[config.mk]
export PLATFORM = sky130hd
export DESIGN_NAME = three_wire_driver_link_master
export DESIGN_NICKNAME = d
export VERILOG_FILES = /design/src/design/tw_link_pkg.sv /design/src/design/three_wire_driver_link_master.sv
export VERILOG_INCLUDE_DIRS = /design/src /design/src/design
export SDC_FILE = /design/constraint.sdc
export NUM_CORES = 1
export LEC_CHECK = 0
export BUFFER_PORTS_ARGS = -buffer_cell sky130_fd_sc_hd__buf_2
export CAP_MARGIN = 20
export CORE_ASPECT_RATIO = 1.1
export CORE_MARGIN = 5
export CORE_UTILIZATION = 30
export DETAILED_ROUTE_END_ITERATION = 10
export HOLD_SLACK_MARGIN = 0.12
export PLACE_DENSITY_LB_ADDON = 0.12
export SYNTH_ARGS = -nofsm -noshare
export SYNTH_HDL_FRONTEND = slang
export SYNTH_SLANG_ARGS = --single-unit
[constraint.sdc]
create_clock -name pclk -period 4.79 [get_ports pclk]
set_input_delay 1.1975 -clock pclk [delete_from_list [all_inputs] [get_ports pclk]]
set_output_delay 1.1975 -clock pclk [all_outputs]
set_load 0.005 [all_outputs]
[src/design/tw_link_defs.svh]
// register indices, field positions, reset values and timing counts
// assumes: included by the link master, its package, the driver model and the bench
`ifndef TW_LINK_DEFS_SVH
`define TW_LINK_DEFS_SVH

// ---------------------------------------------------------------
// register indices (byte address = 4 * index)
// ---------------------------------------------------------------
`define TW_IDX_EQ      8'hf1
`define TW_IDX_LOSS    8'hf2
`define TW_IDX_RX3     8'hf4
`define TW_IDX_TX2     8'hf5
`define TW_IDX_TX3     8'hf6
`define TW_IDX_SETUP   8'hf7
`define TW_IDX_CTRL    8'hf8
`define TW_IDX_ADDR    8'hf9
`define TW_IDX_WDATA   8'hfa
`define TW_IDX_RDATA   8'hfb
`define TW_IDX_STAT1   8'hfc
`define TW_IDX_STAT2   8'hfd
`define TW_IDX_ACCESS  8'he0

// ---------------------------------------------------------------
// fields and reset values
// ---------------------------------------------------------------
`define TW_SEL_MSB      1
`define TW_IGNORE_BIT   2
`define TW_DIS_BIT      0
`define TW_START_BIT    1
`define TW_POR_BIT      7
`define TW_READ_BIT     7
`define TW_ACC_PW1      0
`define TW_ACC_PW2      1
`define TW_ACC_RW       2
`define TW_ACC_RD       3
`define TW_REG_RESET    8'h00
`define TW_SEL_DEVICE   2'h1
`define TW_SEL_ALL      2'h3

// ---------------------------------------------------------------
// addresses inside the laser driver
// ---------------------------------------------------------------
`define TW_DRV_EQ      8'h01
`define TW_DRV_LOSS    8'h02
`define TW_DRV_RX3     8'h03
`define TW_DRV_TX2     8'h04
`define TW_DRV_TX3     8'h05
`define TW_DRV_STAT1   8'h0e
`define TW_DRV_STAT2   8'h0f

// ---------------------------------------------------------------
// timing
// ---------------------------------------------------------------
`define TW_CLK_NS         5
`define TW_SCLK_PERIOD_NS 160
`define TW_SCLK_HALF_CYC  ((`TW_SCLK_PERIOD_NS / 2 + `TW_CLK_NS - 1) / `TW_CLK_NS)
`define TW_REFRESH_US     1000
`define TW_REFRESH_CYC    (`TW_REFRESH_US * 1000 / `TW_CLK_NS)
`define TW_FRAME_BITS     16
`define TW_PUSH_LAST      3'h4

`endif

[src/design/tw_link_pkg.sv]
// types of the three-wire link master
// assumes: tw_link_defs.svh on the include path
`include "tw_link_defs.svh"
package tw_link_pkg;
	typedef enum logic {ST_IDLE, ST_SHIFT} link_state_t;
	typedef enum logic [1:0] {K_MANUAL, K_PUSH, K_STAT1, K_STAT2} xfer_kind_t;
	typedef struct packed {
		logic [7:0]  eq, loss, rx3, tx2, tx3;
		logic [2:0]  setup;
		logic        dis, start;
		logic [7:0]  addr, wdata, rdata, stat1, stat2;
		logic [3:0]  acc;
		logic [31:0] prdata;
		logic        pslverr;
		logic        txd_m, txd_s, txd_p, poa_m, poa_s, poa_p, sdi_m, sdi_s;
		link_state_t state;
		xfer_kind_t  kind;
		logic        is_read, push_active, push_pend, stat_due, stat2_next;
		logic [2:0]  push_idx;
		logic [23:0] refresh_cnt;
		logic [7:0]  half_cnt;
		logic        phase;
		logic [4:0]  bit_cnt;
		logic [15:0] shift;
		logic [7:0]  rx;
		logic        sclk, cs, oe_n;
	} state_t;
	localparam state_t STATE_RESET = '{oe_n: 1'b1, state: ST_IDLE, kind: K_MANUAL, default: '0};
endpackage

[src/design/three_wire_driver_link_master.sv]
// three-wire serial master that keeps a laser driver's registers current
// assumes: APB master on pclk; driver answers on link_data_in, pins asynchronous
//
// Functional notes
// RULE1 - push shadows on supply, driver power-on, transmit-disable rise
// RULE2 - extra shadows sent only when selection enables
// RULE3 - code 00 equalizer/loss only; 01 nothing
// RULE4 - code 10 adds rx3; 11 adds tx2, tx3
// RULE5 - ignore bit 0: driver power-on flag triggers push
// RULE6 - ignore bit 1: driver power-on flag ignored
// RULE7 - start bit launches manual transfer from address/data
// RULE8 - address top bit picks read or write
// RULE9 - start bit clears when manual transfer ends
// RULE10 - disable bit stops all automatic traffic
// RULE11 - manual transfers still run while disabled
// RULE12 - control register resets to zero
// RULE13 - manual target address from address register
// RULE14 - manual write byte from write-data register
// RULE15 - writes need level two or level one plus rw
// RULE16 - reads need level two or level one plus permission
// RULE17 - manual read stores returned byte in read-data
// RULE18 - status registers polled every refresh interval
// RULE19 - manual waits for running automatic transfer
//
// Implementation choice: the APB slave port.
`include "tw_link_defs.svh"
module three_wire_driver_link_master #(
	parameter int unsigned REFRESH_CYCLES = `TW_REFRESH_CYC
)(
	input  wire logic        pclk,             // system clock, 200 MHz
	input  wire logic        presetn,          // asynchronous reset, active low
	input  wire logic        psel,             // apb select
	input  wire logic        penable,          // apb access phase
	input  wire logic        pwrite,           // apb direction
	input  wire logic [11:0] paddr,            // apb byte address
	input  wire logic [31:0] pwdata,           // apb write data
	input  wire logic [3:0]  pstrb,            // apb byte strobes
	output logic             pready,           // apb ready
	output logic      [31:0] prdata,           // apb read data
	output logic             pslverr,          // apb error
	input  wire logic        supply_above_poa, // supply past power-on-analog level
	input  wire logic        tx_disable,       // transmit disable pin
	output logic             link_clk_out,     // serial clock to driver
	output logic             link_select,      // frame select, high in a frame
	input  wire logic        link_data_in,     // serial data pin, input side
	output logic             link_data_out,    // serial data pin, output side
	output logic             link_data_oe_n    // serial data enable, low drives
);
	tw_link_pkg::state_t st_r;
	tw_link_pkg::state_t st_nxt;
	// ---------------------------------------------------------------
	// helper functions
	// ---------------------------------------------------------------
	function automatic logic item_enabled(input logic [2:0] i, input logic [1:0] sel);
		logic en;
		unique case (i)
			3'h0, 3'h1: en = (sel != `TW_SEL_DEVICE); // RULE3
			3'h2:       en = sel[`TW_SEL_MSB]; // RULE4
			3'h3, 3'h4: en = (sel == `TW_SEL_ALL); // RULE4
			default:    en = 1'b0;
		endcase
		return en;
	endfunction
	function automatic logic [15:0] item_frame(input logic [2:0] i,
		input tw_link_pkg::state_t s);
		logic [15:0] f;
		unique case (i)
			3'h0:    f = {`TW_DRV_EQ, s.eq};
			3'h1:    f = {`TW_DRV_LOSS, s.loss};
			3'h2:    f = {`TW_DRV_RX3, s.rx3};
			3'h3:    f = {`TW_DRV_TX2, s.tx2};
			3'h4:    f = {`TW_DRV_TX3, s.tx3};
			default: f = 16'h0000;
		endcase
		return f;
	endfunction
	function automatic logic is_mapped(input logic [7:0] i);
		return i == `TW_IDX_EQ || i == `TW_IDX_LOSS || (i >= `TW_IDX_RX3 &&
			i <= `TW_IDX_STAT2) || i == `TW_IDX_ACCESS;
	endfunction

	// ---------------------------------------------------------------
	// combinational helpers
	// ---------------------------------------------------------------
	logic [7:0]  reg_idx;
	logic        addr_ok;
	logic        wr_ok;
	logic        rd_ok;
	logic        setup_ph;
	logic        wr_access;
	logic        tick;
	logic        frame_end;
	logic [7:0]  rx_new;
	logic        poa_rise;
	logic        txd_rise;
	logic [23:0] refresh_reload;
	logic [7:0]  half_reload;
	assign reg_idx   = paddr[9:2];
	assign addr_ok   = paddr[11:10] == 2'h0 && paddr[1:0] == 2'h0 && is_mapped(reg_idx);
	assign wr_ok     = st_r.acc[`TW_ACC_PW2] ||
		(st_r.acc[`TW_ACC_PW1] && st_r.acc[`TW_ACC_RW]); // RULE15
	assign rd_ok     = st_r.acc[`TW_ACC_PW2] || (st_r.acc[`TW_ACC_PW1] &&
		(st_r.acc[`TW_ACC_RW] || st_r.acc[`TW_ACC_RD])); // RULE16
	assign setup_ph  = psel && !penable;
	assign wr_access = psel && penable && pwrite && !st_r.pslverr && pstrb[0];
	assign tick      = st_r.half_cnt == 8'h00;
	assign frame_end = st_r.state == tw_link_pkg::ST_SHIFT && tick && st_r.phase &&
		st_r.bit_cnt == 5'(`TW_FRAME_BITS - 1);
	assign rx_new    = {st_r.rx[6:0], st_r.sdi_s};
	assign poa_rise  = st_r.poa_s && !st_r.poa_p;
	assign txd_rise  = st_r.txd_s && !st_r.txd_p;
	assign refresh_reload = 24'(REFRESH_CYCLES - 1);
	assign half_reload    = 8'(`TW_SCLK_HALF_CYC - 1);

	// ---------------------------------------------------------------
	// next state
	// ---------------------------------------------------------------
	always_comb
	begin
		logic [7:0]  rv;
		logic        err;
		logic        por_trig;
		logic        launch;
		logic [15:0] lf;
		tw_link_pkg::xfer_kind_t lk;
		rv       = `TW_REG_RESET;
		err      = 1'b0;
		por_trig = 1'b0;
		launch   = 1'b0;
		lf       = 16'h0000;
		lk       = tw_link_pkg::K_MANUAL;
		st_nxt   = st_r;
		// pins pass two flops before anything reads them
		st_nxt.txd_m = tx_disable;
		st_nxt.txd_s = st_r.txd_m;
		st_nxt.txd_p = st_r.txd_s;
		st_nxt.poa_m = supply_above_poa;
		st_nxt.poa_s = st_r.poa_m;
		st_nxt.poa_p = st_r.poa_s;
		st_nxt.sdi_m = link_data_in;
		st_nxt.sdi_s = st_r.sdi_m;
		unique case (st_r.state)
			tw_link_pkg::ST_IDLE:
			begin
				// only idle picks work, so frames never overlap
				if (st_r.start) // RULE19
				begin
					launch = 1'b1; // RULE7 RULE11
					lk     = tw_link_pkg::K_MANUAL;
					lf     = {st_r.addr, st_r.wdata}; // RULE13 RULE14
				end
				else if (!st_r.dis && st_r.push_active) // RULE10
				begin
					if (item_enabled(st_r.push_idx, st_r.setup[1:0])) // RULE2
					begin
						launch = 1'b1;
						lk     = tw_link_pkg::K_PUSH;
						lf     = item_frame(st_r.push_idx, st_r);
					end
					else if (st_r.push_idx == `TW_PUSH_LAST)
						st_nxt.push_active = 1'b0;
					else
						st_nxt.push_idx = st_r.push_idx + 3'h1;
				end
				else if (!st_r.dis && st_r.push_pend)
				begin
					st_nxt.push_active = 1'b1;
					st_nxt.push_idx    = 3'h0;
					st_nxt.push_pend   = 1'b0;
				end
				else if (!st_r.dis && st_r.stat2_next)
				begin
					launch = 1'b1;
					lk     = tw_link_pkg::K_STAT2;
					lf     = {`TW_DRV_STAT2 | 8'h80, 8'h00};
				end
				else if (!st_r.dis && st_r.stat_due)
				begin
					launch = 1'b1;
					lk     = tw_link_pkg::K_STAT1;
					lf     = {`TW_DRV_STAT1 | 8'h80, 8'h00};
					st_nxt.stat_due = 1'b0;
				end
				if (launch)
				begin
					st_nxt.state    = tw_link_pkg::ST_SHIFT;
					st_nxt.kind     = lk;
					st_nxt.shift    = lf;
					st_nxt.is_read  = lf[8 + `TW_READ_BIT]; // RULE8
					st_nxt.cs       = 1'b1;
					st_nxt.sclk     = 1'b0;
					st_nxt.phase    = 1'b0;
					st_nxt.bit_cnt  = 5'h00;
					st_nxt.half_cnt = half_reload;
					st_nxt.oe_n     = 1'b0;
				end
			end
			tw_link_pkg::ST_SHIFT:
			begin
				if (!tick)
					st_nxt.half_cnt = st_r.half_cnt - 8'h01;
				else
				begin
					st_nxt.half_cnt = half_reload;
					if (!st_r.phase)
					begin
						st_nxt.phase = 1'b1;
						st_nxt.sclk  = 1'b1;
					end
					else
					begin
						// sampled late in the high half: covers the two-flop delay
						st_nxt.rx    = rx_new;
						st_nxt.phase = 1'b0;
						st_nxt.sclk  = 1'b0;
						if (frame_end)
						begin
							st_nxt.state = tw_link_pkg::ST_IDLE;
							st_nxt.cs    = 1'b0;
							st_nxt.oe_n  = 1'b1;
						end
						else
						begin
							st_nxt.bit_cnt = st_r.bit_cnt + 5'h01;
							st_nxt.shift   = {st_r.shift[14:0], 1'b0};
							st_nxt.oe_n    = st_r.is_read && st_r.bit_cnt >= 5'h07;
						end
					end
				end
				if (frame_end)
				begin
					unique case (st_r.kind)
						tw_link_pkg::K_MANUAL:
						begin
							st_nxt.start = 1'b0; // RULE9
							if (st_r.is_read)
								st_nxt.rdata = rx_new; // RULE17
						end
						tw_link_pkg::K_PUSH:
						begin
							if (st_r.push_idx == `TW_PUSH_LAST)
								st_nxt.push_active = 1'b0;
							else
								st_nxt.push_idx = st_r.push_idx + 3'h1;
						end
						tw_link_pkg::K_STAT1:
						begin
							st_nxt.stat1      = rx_new;
							st_nxt.stat2_next = 1'b1;
							por_trig = !st_r.setup[`TW_IGNORE_BIT] && // RULE5 RULE6
								rx_new[`TW_POR_BIT] && !st_r.stat1[`TW_POR_BIT];
						end
						tw_link_pkg::K_STAT2:
						begin
							st_nxt.stat2      = rx_new;
							st_nxt.stat2_next = 1'b0;
						end
					endcase
				end
			end
		endcase
		// poll timer halts while automatic traffic is off; after the launch so a due poll is kept
		if (!st_r.dis)
		begin
			if (st_r.refresh_cnt == 24'h000000)
			begin
				st_nxt.refresh_cnt = refresh_reload;
				st_nxt.stat_due    = 1'b1; // RULE18
			end
			else
				st_nxt.refresh_cnt = st_r.refresh_cnt - 24'h000001;
		end
		// triggers set after the clear so a same-cycle event is kept
		if (poa_rise || txd_rise || por_trig) // RULE1
			st_nxt.push_pend = 1'b1;
		// apb setup: decode, check access, latch read data
		if (setup_ph)
		begin
			unique case (reg_idx)
				`TW_IDX_EQ:     rv = st_r.eq;
				`TW_IDX_LOSS:   rv = st_r.loss;
				`TW_IDX_RX3:    rv = st_r.rx3;
				`TW_IDX_TX2:    rv = st_r.tx2;
				`TW_IDX_TX3:    rv = st_r.tx3;
				`TW_IDX_SETUP:  rv = {5'h00, st_r.setup};
				`TW_IDX_CTRL:   rv = {6'h00, st_r.start, st_r.dis};
				`TW_IDX_ADDR:   rv = st_r.addr;
				`TW_IDX_WDATA:  rv = st_r.wdata;
				`TW_IDX_RDATA:  rv = st_r.rdata;
				`TW_IDX_STAT1:  rv = st_r.stat1;
				`TW_IDX_STAT2:  rv = st_r.stat2;
				`TW_IDX_ACCESS: rv = {4'h0, st_r.acc};
				default:        rv = `TW_REG_RESET;
			endcase
			if (!addr_ok)
				err = 1'b1;
			else if (reg_idx == `TW_IDX_ACCESS)
				err = 1'b0;
			else if (pwrite)
				err = !wr_ok || reg_idx >= `TW_IDX_RDATA; // RULE15
			else
				err = !rd_ok; // RULE16
			st_nxt.pslverr = err;
			st_nxt.prdata  = (err || pwrite) ? 32'h00000000 : {24'h000000, rv};
		end
		// apb access: writes land last, so software set beats hardware clear
		if (wr_access)
		begin
			unique case (reg_idx)
				`TW_IDX_EQ:     st_nxt.eq    = pwdata[7:0];
				`TW_IDX_LOSS:   st_nxt.loss  = pwdata[7:0];
				`TW_IDX_RX3:    st_nxt.rx3   = pwdata[7:0];
				`TW_IDX_TX2:    st_nxt.tx2   = pwdata[7:0];
				`TW_IDX_TX3:    st_nxt.tx3   = pwdata[7:0];
				`TW_IDX_SETUP:  st_nxt.setup = pwdata[2:0];
				`TW_IDX_CTRL:
				begin
					st_nxt.dis = pwdata[`TW_DIS_BIT]; // RULE10
					if (pwdata[`TW_START_BIT])
						st_nxt.start = 1'b1; // RULE7
				end
				`TW_IDX_ADDR:   st_nxt.addr  = pwdata[7:0];
				`TW_IDX_WDATA:  st_nxt.wdata = pwdata[7:0];
				`TW_IDX_ACCESS: st_nxt.acc   = pwdata[3:0];
				default:        st_nxt.acc   = st_r.acc;
			endcase
		end
	end
	// control register and all state but oe_n start at zero, link released
	always_ff @(posedge pclk or negedge presetn)
	begin
		if (!presetn)
			st_r <= tw_link_pkg::STATE_RESET; // RULE12
		else
			st_r <= st_nxt;
	end

	// ---------------------------------------------------------------
	// outputs
	// ---------------------------------------------------------------
	assign pready         = 1'b1;
	assign prdata         = st_r.prdata;
	assign pslverr        = st_r.pslverr;
	assign link_clk_out   = st_r.sclk;
	assign link_select    = st_r.cs;
	assign link_data_out  = st_r.shift[15];
	assign link_data_oe_n = st_r.oe_n;
endmodule

==> impl_metrics.tcl, run 1 <==
set metrics [dict create \
    period_share_pct 65.7 \
    path_cells "inv_1, ha_1, nor4b_1, nand3_1, nor4_1, nand2_1, mux2_2" \
    place_congestion 0.809 \
    vdd_drop_max_mv 0.223 \
    final_util_pct 34.3 \
    drc 0 \
    postLayoutCellArea_sq_mm 0.0105 \
    diodes 0 \
    period_needed_ns 3.15 \
    slew_headroom_pct 27.4 \
    cp.arrival_ns 3.47 \
    clk_path_buf_depth 2 \
    power_density_mw_per_mm2 308 \
    place_area_sq_mm 0.00987 \
    fin_setup_tns_ns 0 \
    synth_ff_type "dfrtp_1" \
    detail-route-antenna-nets 0 \
    wire_per_inst_um 21.1 \
    fp.dieH_um 194 \
    clock-sinks 180 \
    path_clk_slew_ns 0.07 \
    stdcell_count 1339 \
    grt_max_degree 112 \
    rsz0062_at_grt "false" \
    setup_viol 0 \
    fillCellCount 3172 \
    path_class "register to register" \
    cts_root_buf "clkbuf_16" \
    synthCells 878 \
    overflow 0 \
    cts_resized 0 \
    clock_skew_ns 0.0113 \
    htree_levels 4 \
    drt_iter0_markers 458 \
    totalWireLength_um 28300 \
    async_flop_share_pct 100 \
    rows 67 \
    cap_violations 0 \
    place_hpwl_um 19700 \
    yosys_warnings 0 \
    hold_viol_final 0 \
    synth.yosys.seq_area_share_pct 48.6 \
    critPathMaxStageDelay_ns 0.57 \
    drt_first_pass_iters 5 \
    syn_to_final_growth_pct 12.8 \
    p_leak_nw 4.68 \
    final_nets 978 \
    holdCritPathClass "register to register" \
    slew_viol_final 0 \
    fmax_ghz 0.318 \
    fp.dieArea_sq_mm 0.0346 \
    via_per_inst 5.20 \
    cts_tree "built" \
    tightest_slew_ns 1.09 \
    antenna_found_initial 0 \
    required_ns 5.12 \
    routed-via-count 6968 \
    synth_area_sq_mm 0.00928 \
    post_cts_buffers 0 \
    grt_pass1_wl_um 43900 \
    hold_buffers 0 \
    critPathMaxFanout 8 \
    drive_above_1_share_pct 22.9 \
    synth-seq-cells 180 \
    synth_edf_count 0 \
    grt_use_total_pct 16.5 \
    insertion_delay_ns 0.44 \
    status "complete, no violations" \
    portBuffers 41 \
    setup.worst_path.start_class "register" \
    crit_path_top_delay_cell "nor4_1" \
    initial_core_util_pct 30.4 \
    grt_pass1_vias 7042 \
    critPathCaptureType "register" \
    pin_count 94 \
    die_w_um 178 \
    synth.distinct_cells 71 \
    postSynthAreaPerCell_sq_um 10.6 \
    dp.cells 1307 \
    core_sq_mm 0.0305 \
    cts-buffers-inserted 17 \
]
per-stage QoR:
step	power [mW]	setup slack, ns	hold slack, ns
finish	3.22	1.64	0.352
global route	3.35	1.49	0.369
CTS	3.27	1.65	0.356
detailed placement	1.79	1.28	0.340
global placement	1.79	1.27	0.334
floorplan	1.71	1.74	0.331
routing by layer:
| metal | share of wire [%] | wire length [um] | track usage, % | up-vias |
|---|---|---|---|---|
| met2 | 48 | 13600 | 27.0 | 183 |
| met5 | 0 | 0 | 0 | - |
| met4 | 1.9 | 529 | 4.15 | 0 |
| li1 | - | - | - | 3224 |
| met1 | 46 | 12900 | 22.8 | 3530 |
| met3 | 4.2 | 1200 | 2.88 | 31 |
layout make-up:
| class | instances | area, sq um | area share [%] |
|---|---|---|---|
| multi-input combinational | 631 | 4390 | 41.9 |
| timing repair buffer | 64 | 387 | 3.69 |
| clock inverter | 15 | 173 | 1.65 |
| clock buffer | 17 | 425 | 4.07 |
| inverter | 18 | 67.6 | 0.646 |
| tap | 414 | 518 | 4.95 |
| sequential | 180 | 4510 | 43.1 |
registers in the layout (all words and copies together), names as in the netlist:
register        cells
link_data_oe_n      1
link_data_out       1
link_select         1
prdata              8
pslverr             1
rx_new              8
st_nxt              5
st_r              155
worst paths after layout:
path	from	endpoint	slack, ns	cells past startpoint
worst max-delay path	st_r[33]	st_r[140]	1.64	7
min in group asynchronous	presetn	st_r[53]	0.80	1
worst min-delay path	st_nxt[76]	rx_new[0]	0.35	0
worst min register to register	st_nxt[76]	rx_new[0]	0.35	0
worst max register to register	st_r[33]	st_r[140]	1.64	7
max in group asynchronous	presetn	prdata[4]	2.93	2
kinds of logic (layout without fill, tap and decap cells):
logic type      after synthesis  count (layout)  synth area share [%]
other cells                   2              25                0.0809
fa+ha+maj                    10              10                  1.35
xor+xnor                     24              24                  2.27
compound gates              164             164                  12.8
flops                       180             180                  48.6
mux                         116             116                  14.0
simple gates                292             292                  15.9
buf+inv                      90             114                  5.07
cells in the mapped netlist (4+ instances only):
library cell / n / area [sq um]
nor2b_1: 8 / 50.1
nor4b_1: 4 / 35.0
a21o_1: 4 / 30.0
and3_1: 9 / 56.3
a22oi_1: 18 / 135
buf_1: 7 / 26.3
a31oi_1: 11 / 68.8
or4_1: 4 / 30.0
xnor2_1: 18 / 158
a221o_1: 8 / 80.1
a22o_1: 7 / 61.3
a222oi_1: 8 / 80.1
nor3_1: 33 / 165
nor2_1: 51 / 191
a32oi_1: 5 / 43.8
dfrtp_1: 179 / 4480
clkbuf_1: 30 / 113
a32o_1: 4 / 40.0
nand2b_1: 9 / 56.3
nand4_1: 6 / 37.5
o31ai_1: 4 / 30.0
o2bb2ai_1: 5 / 43.8
inv_1: 18 / 67.6
a211oi_1: 4 / 30.0
nand3_1: 18 / 90.1
or3_1: 11 / 68.8
nand2_1: 99 / 372
mux2_2: 102 / 1150
ha_1: 10 / 125
mux2i_1: 13 / 130
buf_4: 33 / 248
o21ai_0: 34 / 170
xor2_1: 6 / 52.6
nand3b_1: 8 / 60.1
nor3b_1: 8 / 60.1
nor4_1: 8 / 50.1
a21oi_1: 22 / 110
cell usage in the layout, fill, tap and decap left out, types with 4 or more instances in the layout:
master | Yosys | routed
dfrtp_1 | 179 | 179
mux2_2 | 102 | 102
nand2_1 | 99 | 99
nor2_1 | 51 | 51
buf_2 | 1 | 40
o21ai_0 | 34 | 34
nor3_1 | 33 | 33
conb_1 | 2 | 25
buf_4 | 33 | 23
a21oi_1 | 22 | 22
inv_1 | 18 | 18
nand3_1 | 18 | 18
a22oi_1 | 18 | 18
xnor2_1 | 18 | 18
clkbuf_16 | 0 | 17
mux2i_1 | 13 | 13
or3_1 | 11 | 11
a31oi_1 | 11 | 11
ha_1 | 10 | 10
and3_1 | 9 | 9
nand2b_1 | 9 | 9
nor3b_1 | 8 | 8
nor2b_1 | 8 | 8
nor4_1 | 8 | 8
nand3b_1 | 8 | 8
a222oi_1 | 8 | 8
a221o_1 | 8 | 8
a22o_1 | 7 | 7
nand4_1 | 6 | 6
xor2_1 | 6 | 6
o2bb2ai_1 | 5 | 5
a32oi_1 | 5 | 5
nor4b_1 | 4 | 4
or4_1 | 4 | 4
a21o_1 | 4 | 4
a211oi_1 | 4 | 4
o31ai_1 | 4 | 4
a32o_1 | 4 | 4
clkinv_2 | 0 | 4
worst max-delay path, delay by kind of cell (launching register included):
family	cells	cell delay (ns)
simple gates	4	1.89
buf+inv	1	0.08
fa+ha+maj	1	0.22
flops	1	0.43
mux	1	0.41
power by group:
group          switching, mW  internal [mW]  total [mW]
registers             0.0357           1.55        1.59
clock network          0.684          0.786        1.47
logic                  0.110         0.0550       0.165
total                  0.829           2.40        3.22
Note: power is estimated with default switching activity, not from simulation.
==> run 2: changes to the inputs <==
--- a/config.mk
+++ b/config.mk
@@ -6,6 +6,7 @@
 export SDC_FILE = /design/constraint.sdc
 export NUM_CORES = 1
 export LEC_CHECK = 0
+export ABC_AREA = 1
 export BUFFER_PORTS_ARGS = -buffer_cell sky130_fd_sc_hd__buf_2
 export CAP_MARGIN = 20
 export CORE_ASPECT_RATIO = 1.1
==> constraint.sdc (replaced) <==
create_clock -name pclk -period 3.05 [get_ports pclk]
set_input_delay 0.7625 -clock pclk [delete_from_list [all_inputs] [get_ports pclk]]
set_output_delay 0.7625 -clock pclk [all_outputs]
set_load 0.005 [all_outputs]
==> impl_metrics.tcl, run 2 <==
set metrics [dict create \
    status "complete, no violations" \
    cts-buffers-inserted 17 \
    diodes 0 \
    drc 0 \
    cts_resized 0 \
    crit_family "flip-flops" \
    p_int_mw 3.82 \
    gr-usage-met2_pct 27.7 \
    place_congestion 0.876 \
    detail-route-antenna-nets 0 \
    final_nets 1354 \
    critPathMaxFanout 19 \
    dpl_worst_slack_ns 0.660 \
    rows 68 \
    cp.arrival_ns 2.57 \
    grt_pass1_wl_um 45900 \
    power_frac_seq_pct 49.0 \
    holdCritPathClass "input pin to async pin" \
    cap_violations 0 \
    fmax_ghz 0.441 \
    period_share_pct 74.3 \
    totalWireLength_um 28400 \
    tightest_slew_ns 0.797 \
    setup.worst_path.start_class "register" \
    cts_tree "built" \
    largest_reg_flops 155 \
    ys_top_cells_by_count "339 x nand2_1, 179 x dfrtp_1, 122 x o21ai_0, 121 x nor2_1, 118 x nand3_1" \
    setup_slack_ns 0.784 \
    synth.yosys.seq_area_share_pct 47.0 \
    most-common-layout-cells "339 x nand2_1, 179 x dfrtp_1, 122 x o21ai_0" \
    slew_headroom_pct 46.8 \
    met3_usage_pct 2.74 \
    reg2reg_to "st_r[65]" \
    final_util_pct 34.5 \
    wire_per_inst_um 16.5 \
    synth.most_common_cell "nand2_1" \
    place_hpwl_um 21400 \
    hold_viol_final 0 \
    fp.dieArea_sq_mm 0.0356 \
    dp.cells 1689 \
    reg2reg_depth 7 \
    grt_pass1_vias 8104 \
    drive_above_1_share_pct 12.1 \
    grt_use_total_pct 16.4 \
    register_area_sq_mm 0.00451 \
    grt_max_degree 68 \
    synth.distinct_cells 47 \
    die_w_um 180 \
    synth_top_area_share_pct 46.8 \
    critPathCaptureType "register" \
    max_flop_register "st_r" \
    final_common_cell "nand2_1" \
    setup_viol 0 \
    slew_viol_final 0 \
    via_per_inst 4.72 \
    synthTopCellsByArea "dfrtp_1 47%, nand2_1 13%, o21ai_0 6.4%, nand3_1 6.2%, nor2_1 4.7%" \
    yosysTopAreaCell "dfrtp_1" \
    pwr-share-clk_pct 44.1 \
    synth_area_sq_mm 0.00958 \
    antenna_found_initial 1 \
    async_flop_share_pct 100 \
    swShare_pct 25.8 \
    yosys_warnings 0 \
    drt_first_pass_iters 6 \
    hold_ws_ns 0.319 \
    regToRegSetupSlack_ns 0.78 \
    clk_path_buf_depth 2 \
    crit_buf_inv 2 \
    core_sq_mm 0.0315 \
    pin_count 94 \
    required_ns 3.36 \
    portBuffers 41 \
    vdd_drop_max_mv 0.368 \
    insertion_delay_ns 0.44 \
    power_density_mw_per_mm2 475 \
    drt_iter0_markers 627 \
    multi_input_area_sq_mm 0.00433 \
    syn_to_final_growth_pct 13.3 \
    grt.busiest_layer "met2" \
    clock_skew_ns 0.0125 \
    synth-seq-cells 180 \
    fin_setup_tns_ns 0 \
    synthCells 1238 \
    fp.dieH_um 197 \
    period_needed_ns 2.27 \
    initial_core_util_pct 30.4 \
    hold_buffers 0 \
    rsz0062_at_grt "false" \
    synth_ff_type "dfrtp_1" \
    r2r-start "st_r[75]" \
    switching_power_mw 1.33 \
    fillCellCount 3359 \
    postSynthAreaPerCell_sq_um 7.74 \
    routed-via-count 8113 \
    use_met1_pct 21.1 \
    path_clk_slew_ns 0.07 \
    htree_levels 4 \
    p_leak_nw 5.06 \
    stdcell_count 1720 \
    cts_root_buf "clkbuf_16" \
    path_cells "inv_1, nor3_1, o21ai_0, inv_1, nand2_1, a21oi_2, o21ai_0" \
    critPathMaxStageDelay_ns 0.86 \
    post_cts_buffers 0 \
    path_class "register to register" \
    overflow 0 \
    crit_path_top_delay_cell "dfrtp_1" \
    clock-sinks 180 \
    p_comb_share_pct 6.9 \
    synth_edf_count 0 \
]
-- run 2: cell count changes after synthesis, sizes merged, moves of 13 or more --
cell,delta
o21ai,+122
xnor2,-17
inv,+92
nand3,+104
nand4,+28
mux2i,-13
clkbuf,-19
nand2,+248
mux2,-102
a22oi,-18
nor3,-19
nor2,+81
-- run 2: final cells by class --
cell class	count	share of cell area, %
well taps	420	4.84
inverters	111	3.84
repair buffers	72	4.38
clock buffers	19	4.17
clock inverters	12	1.34
flip-flops and latches	180	41.5
multi-input cells	906	39.9
-- run 2: how the worst max path moves through the flow --
stage	from	end	slack, ns	depth (start not counted)
2_1_floorplan	paddr[4]	st_r[151]	1.14	7
3_3_place_gp	paddr[3]	prdata[0]	0.62	9
3_5_place_dp	paddr[9]	prdata[4]	0.66	10
4_1_cts	st_r[75]	st_r[65]	0.73	7
5_1_grt	st_r[65]	st_r[24]	0.54	13
6_report	st_r[75]	st_r[65]	0.78	7
-- run 2: routing by layer --
| metal | vias to the layer above | routed length [um] |
|---|---|---|
| li1 | 4117 | - |
| met1 | 3789 | 12800 |
| met2 | 164 | 13600 |
| met3 | 43 | 1070 |
| met4 | 0 | 913 |
| met5 | - | 0 |
-- run 2: per-stage QoR --
stage               area [sq um]  power, mW
global placement           10200       2.93
detailed placement         10300       2.93
finish                     10900       5.15
floorplan                   9660       2.78
CTS                        10900       5.25
global route               10900       5.39
-- run 2: logic make-up (layout without fill, tap and decap cells) --
kind of cell    after synthesis  in the layout  share of synthesized area [%]
simple gates                667            667                           30.8
compound gates              195            195                           11.2
xor+xnor                      9              9                          0.823
other cells                   2             25                         0.0784
fa+ha+maj                    10             10                           1.31
flops                       180            180                           47.0
buf+inv                     175            214                           8.70
-- run 2: power by group through the flow --
stage	sequential [mW]	combinational (mW)	clock, mW
final	2.53	0.353	2.27
after floorplan	2.55	0.231	0
after CTS	2.53	0.363	2.36
after global routing	2.54	0.421	2.43
after detailed placement	2.57	0.362	0
after global placement	2.57	0.357	0
==> run 3: changes to the inputs <==
==> constraint.sdc (replaced) <==
create_clock -name pclk -period 1.95 [get_ports pclk]
set_input_delay 0.4875 -clock pclk [delete_from_list [all_inputs] [get_ports pclk]]
set_output_delay 0.4875 -clock pclk [all_outputs]
set_load 0.005 [all_outputs]
==> impl_metrics.tcl, run 3 (synthesized netlist as in run 2, its figures left out) <==
set metrics [dict create \
    status "complete, no violations" \
    fin_setup_tns_ns 0 \
    required_ns 2.29 \
    max_flop_register "st_r" \
    multi_input_area_sq_mm 0.00450 \
    pin_count 94 \
    die_w_um 180 \
    insertion_delay_ns 0.45 \
    final_common_cell "nand2_1" \
    setup_slack_ns 0.112 \
    cts_root_buf "clkbuf_16" \
    final_util_pct 37.1 \
    place_hpwl_um 21900 \
    drc 0 \
    critPathMaxStageDelay_ns 0.38 \
    totalWireLength_um 29400 \
    grt_use_total_pct 16.9 \
    holdCritPathClass "input pin to register" \
    power_density_mw_per_mm2 705 \
    period_needed_ns 1.84 \
    hold_ws_ns 0.325 \
    drt_first_pass_iters 5 \
    detail-route-antenna-nets 0 \
    grt_pass1_wl_um 47300 \
    core_sq_mm 0.0315 \
    place_congestion 0.893 \
    dpl_worst_slack_ns -0.103 \
    initial_core_util_pct 30.4 \
    path_cells "inv_1, ha_4, nand2_2, nor2_4, nand3_4, o21ai_4, buf_4, buf_12, nand3_4, nand2_1, nand2_1" \
    critPathMaxFanout 6 \
    cts-buffers-inserted 17 \
    clock_skew_ns 0.00956 \
    cap_violations 0 \
    fp.dieArea_sq_mm 0.0356 \
    setup.worst_path.start_class "register" \
    fp.dieH_um 197 \
    cp.arrival_ns 2.18 \
    portBuffers 41 \
    tightest_slew_ns 0.531 \
    via_per_inst 4.71 \
    vdd_drop_max_mv 0.638 \
    fillCellCount 3324 \
    htree_levels 4 \
    syn_to_final_growth_pct 22.1 \
    critPathCaptureType "register" \
    crit_path_top_delay_cell "dfrtp_1" \
    final_nets 1426 \
    routed-via-count 8434 \
    regToRegSetupSlack_ns 0.11 \
    slew_viol_final 0 \
    clock-sinks 180 \
    hold_viol_final 0 \
    register_area_sq_mm 0.00451 \
    cts_tree "built" \
    fmax_ghz 0.544 \
    largest_reg_flops 155 \
    overflow 0 \
    diodes 0 \
    p_leak_nw 5.43 \
    drive_above_1_share_pct 17.8 \
    drt_iter0_markers 658 \
    grt_max_degree 71 \
    setup_viol 0 \
    clk_path_buf_depth 2 \
    wire_per_inst_um 16.4 \
    rows 68 \
    slew_headroom_pct 64.6 \
    most-common-layout-cells "336 x nand2_1, 179 x dfrtp_1, 120 x o21ai_0" \
    antenna_found_initial 0 \
    period_share_pct 94.2 \
    path_clk_slew_ns 0.07 \
    grt_pass1_vias 8300 \
    path_class "register to register" \
]
[run 3: what timing repair did]
item	in CTS	in global routing
pin swaps	4	11
hold buffers	4	0
cloned	3	0
buffers inserted	7	10
resized for setup	8	30
hold endpoints to repair	19	0
endpoints found under the setup margin	26	55
[run 3: critical path: cells and delay by family, from the launching register on]
family	cells	cell delay (ns)
buffers and inverters	3	0.37
flip-flops	1	0.38
AND/OR/NAND/NOR	6	0.61
AO/OA/AOI/OAI	1	0.20
adder cells (fa/ha/maj)	1	0.16
[run 3: final timing paths]
check,start,to,cells after the start
setup / recovery,st_r[34],st_r[28],11
setup reg to reg,st_r[34],st_r[28],11
max in group asynchronous,presetn,st_r[119],3
hold reg to reg,st_nxt[76],rx_new[0],0
min in group asynchronous,presetn,st_r[71],2
hold / removal,pwrite,prdata[2],4
[run 3: layer usage]
layer,vias up,global-route usage [%],part of all wire (%)
li1,4254,-,-
met3,29,2.60,3.0
met1,3997,22.2,46
met4,0,4.76,1.6
met2,154,29.3,50
met5,-,0,0
[run 3: through the flow]
| step | area, sq um | total power, mW | std cells |
|---|---|---|---|
| 2_1_floorplan | 9660 | 4.35 | 1261 |
| 3_3_place_gp | 10700 | 4.63 | 1737 |
| 3_5_place_dp | 10700 | 4.64 | 1737 |
| 4_1_cts | 11500 | 8.37 | 1782 |
| 5_1_grt | 11700 | 8.62 | 1792 |
| 6_report | 11700 | 8.24 | 1792 |
[run 3: power by group]
part           total [mW]  leakage, nW  internal [mW]  switching [mW]
Clock                3.67        0.294           2.13            1.55
Sequential           3.95         2.39           3.84           0.105
Combinational       0.617         2.75          0.211           0.406
[run 3: cell type report]
cell class	instances	area share, %
flip-flops and latches	180	38.5
repair buffers	141	9.58
clock buffers	21	4.02
clock inverters	10	1.25
multi-input cells	909	38.5
well taps	420	4.49
inverters	111	3.61
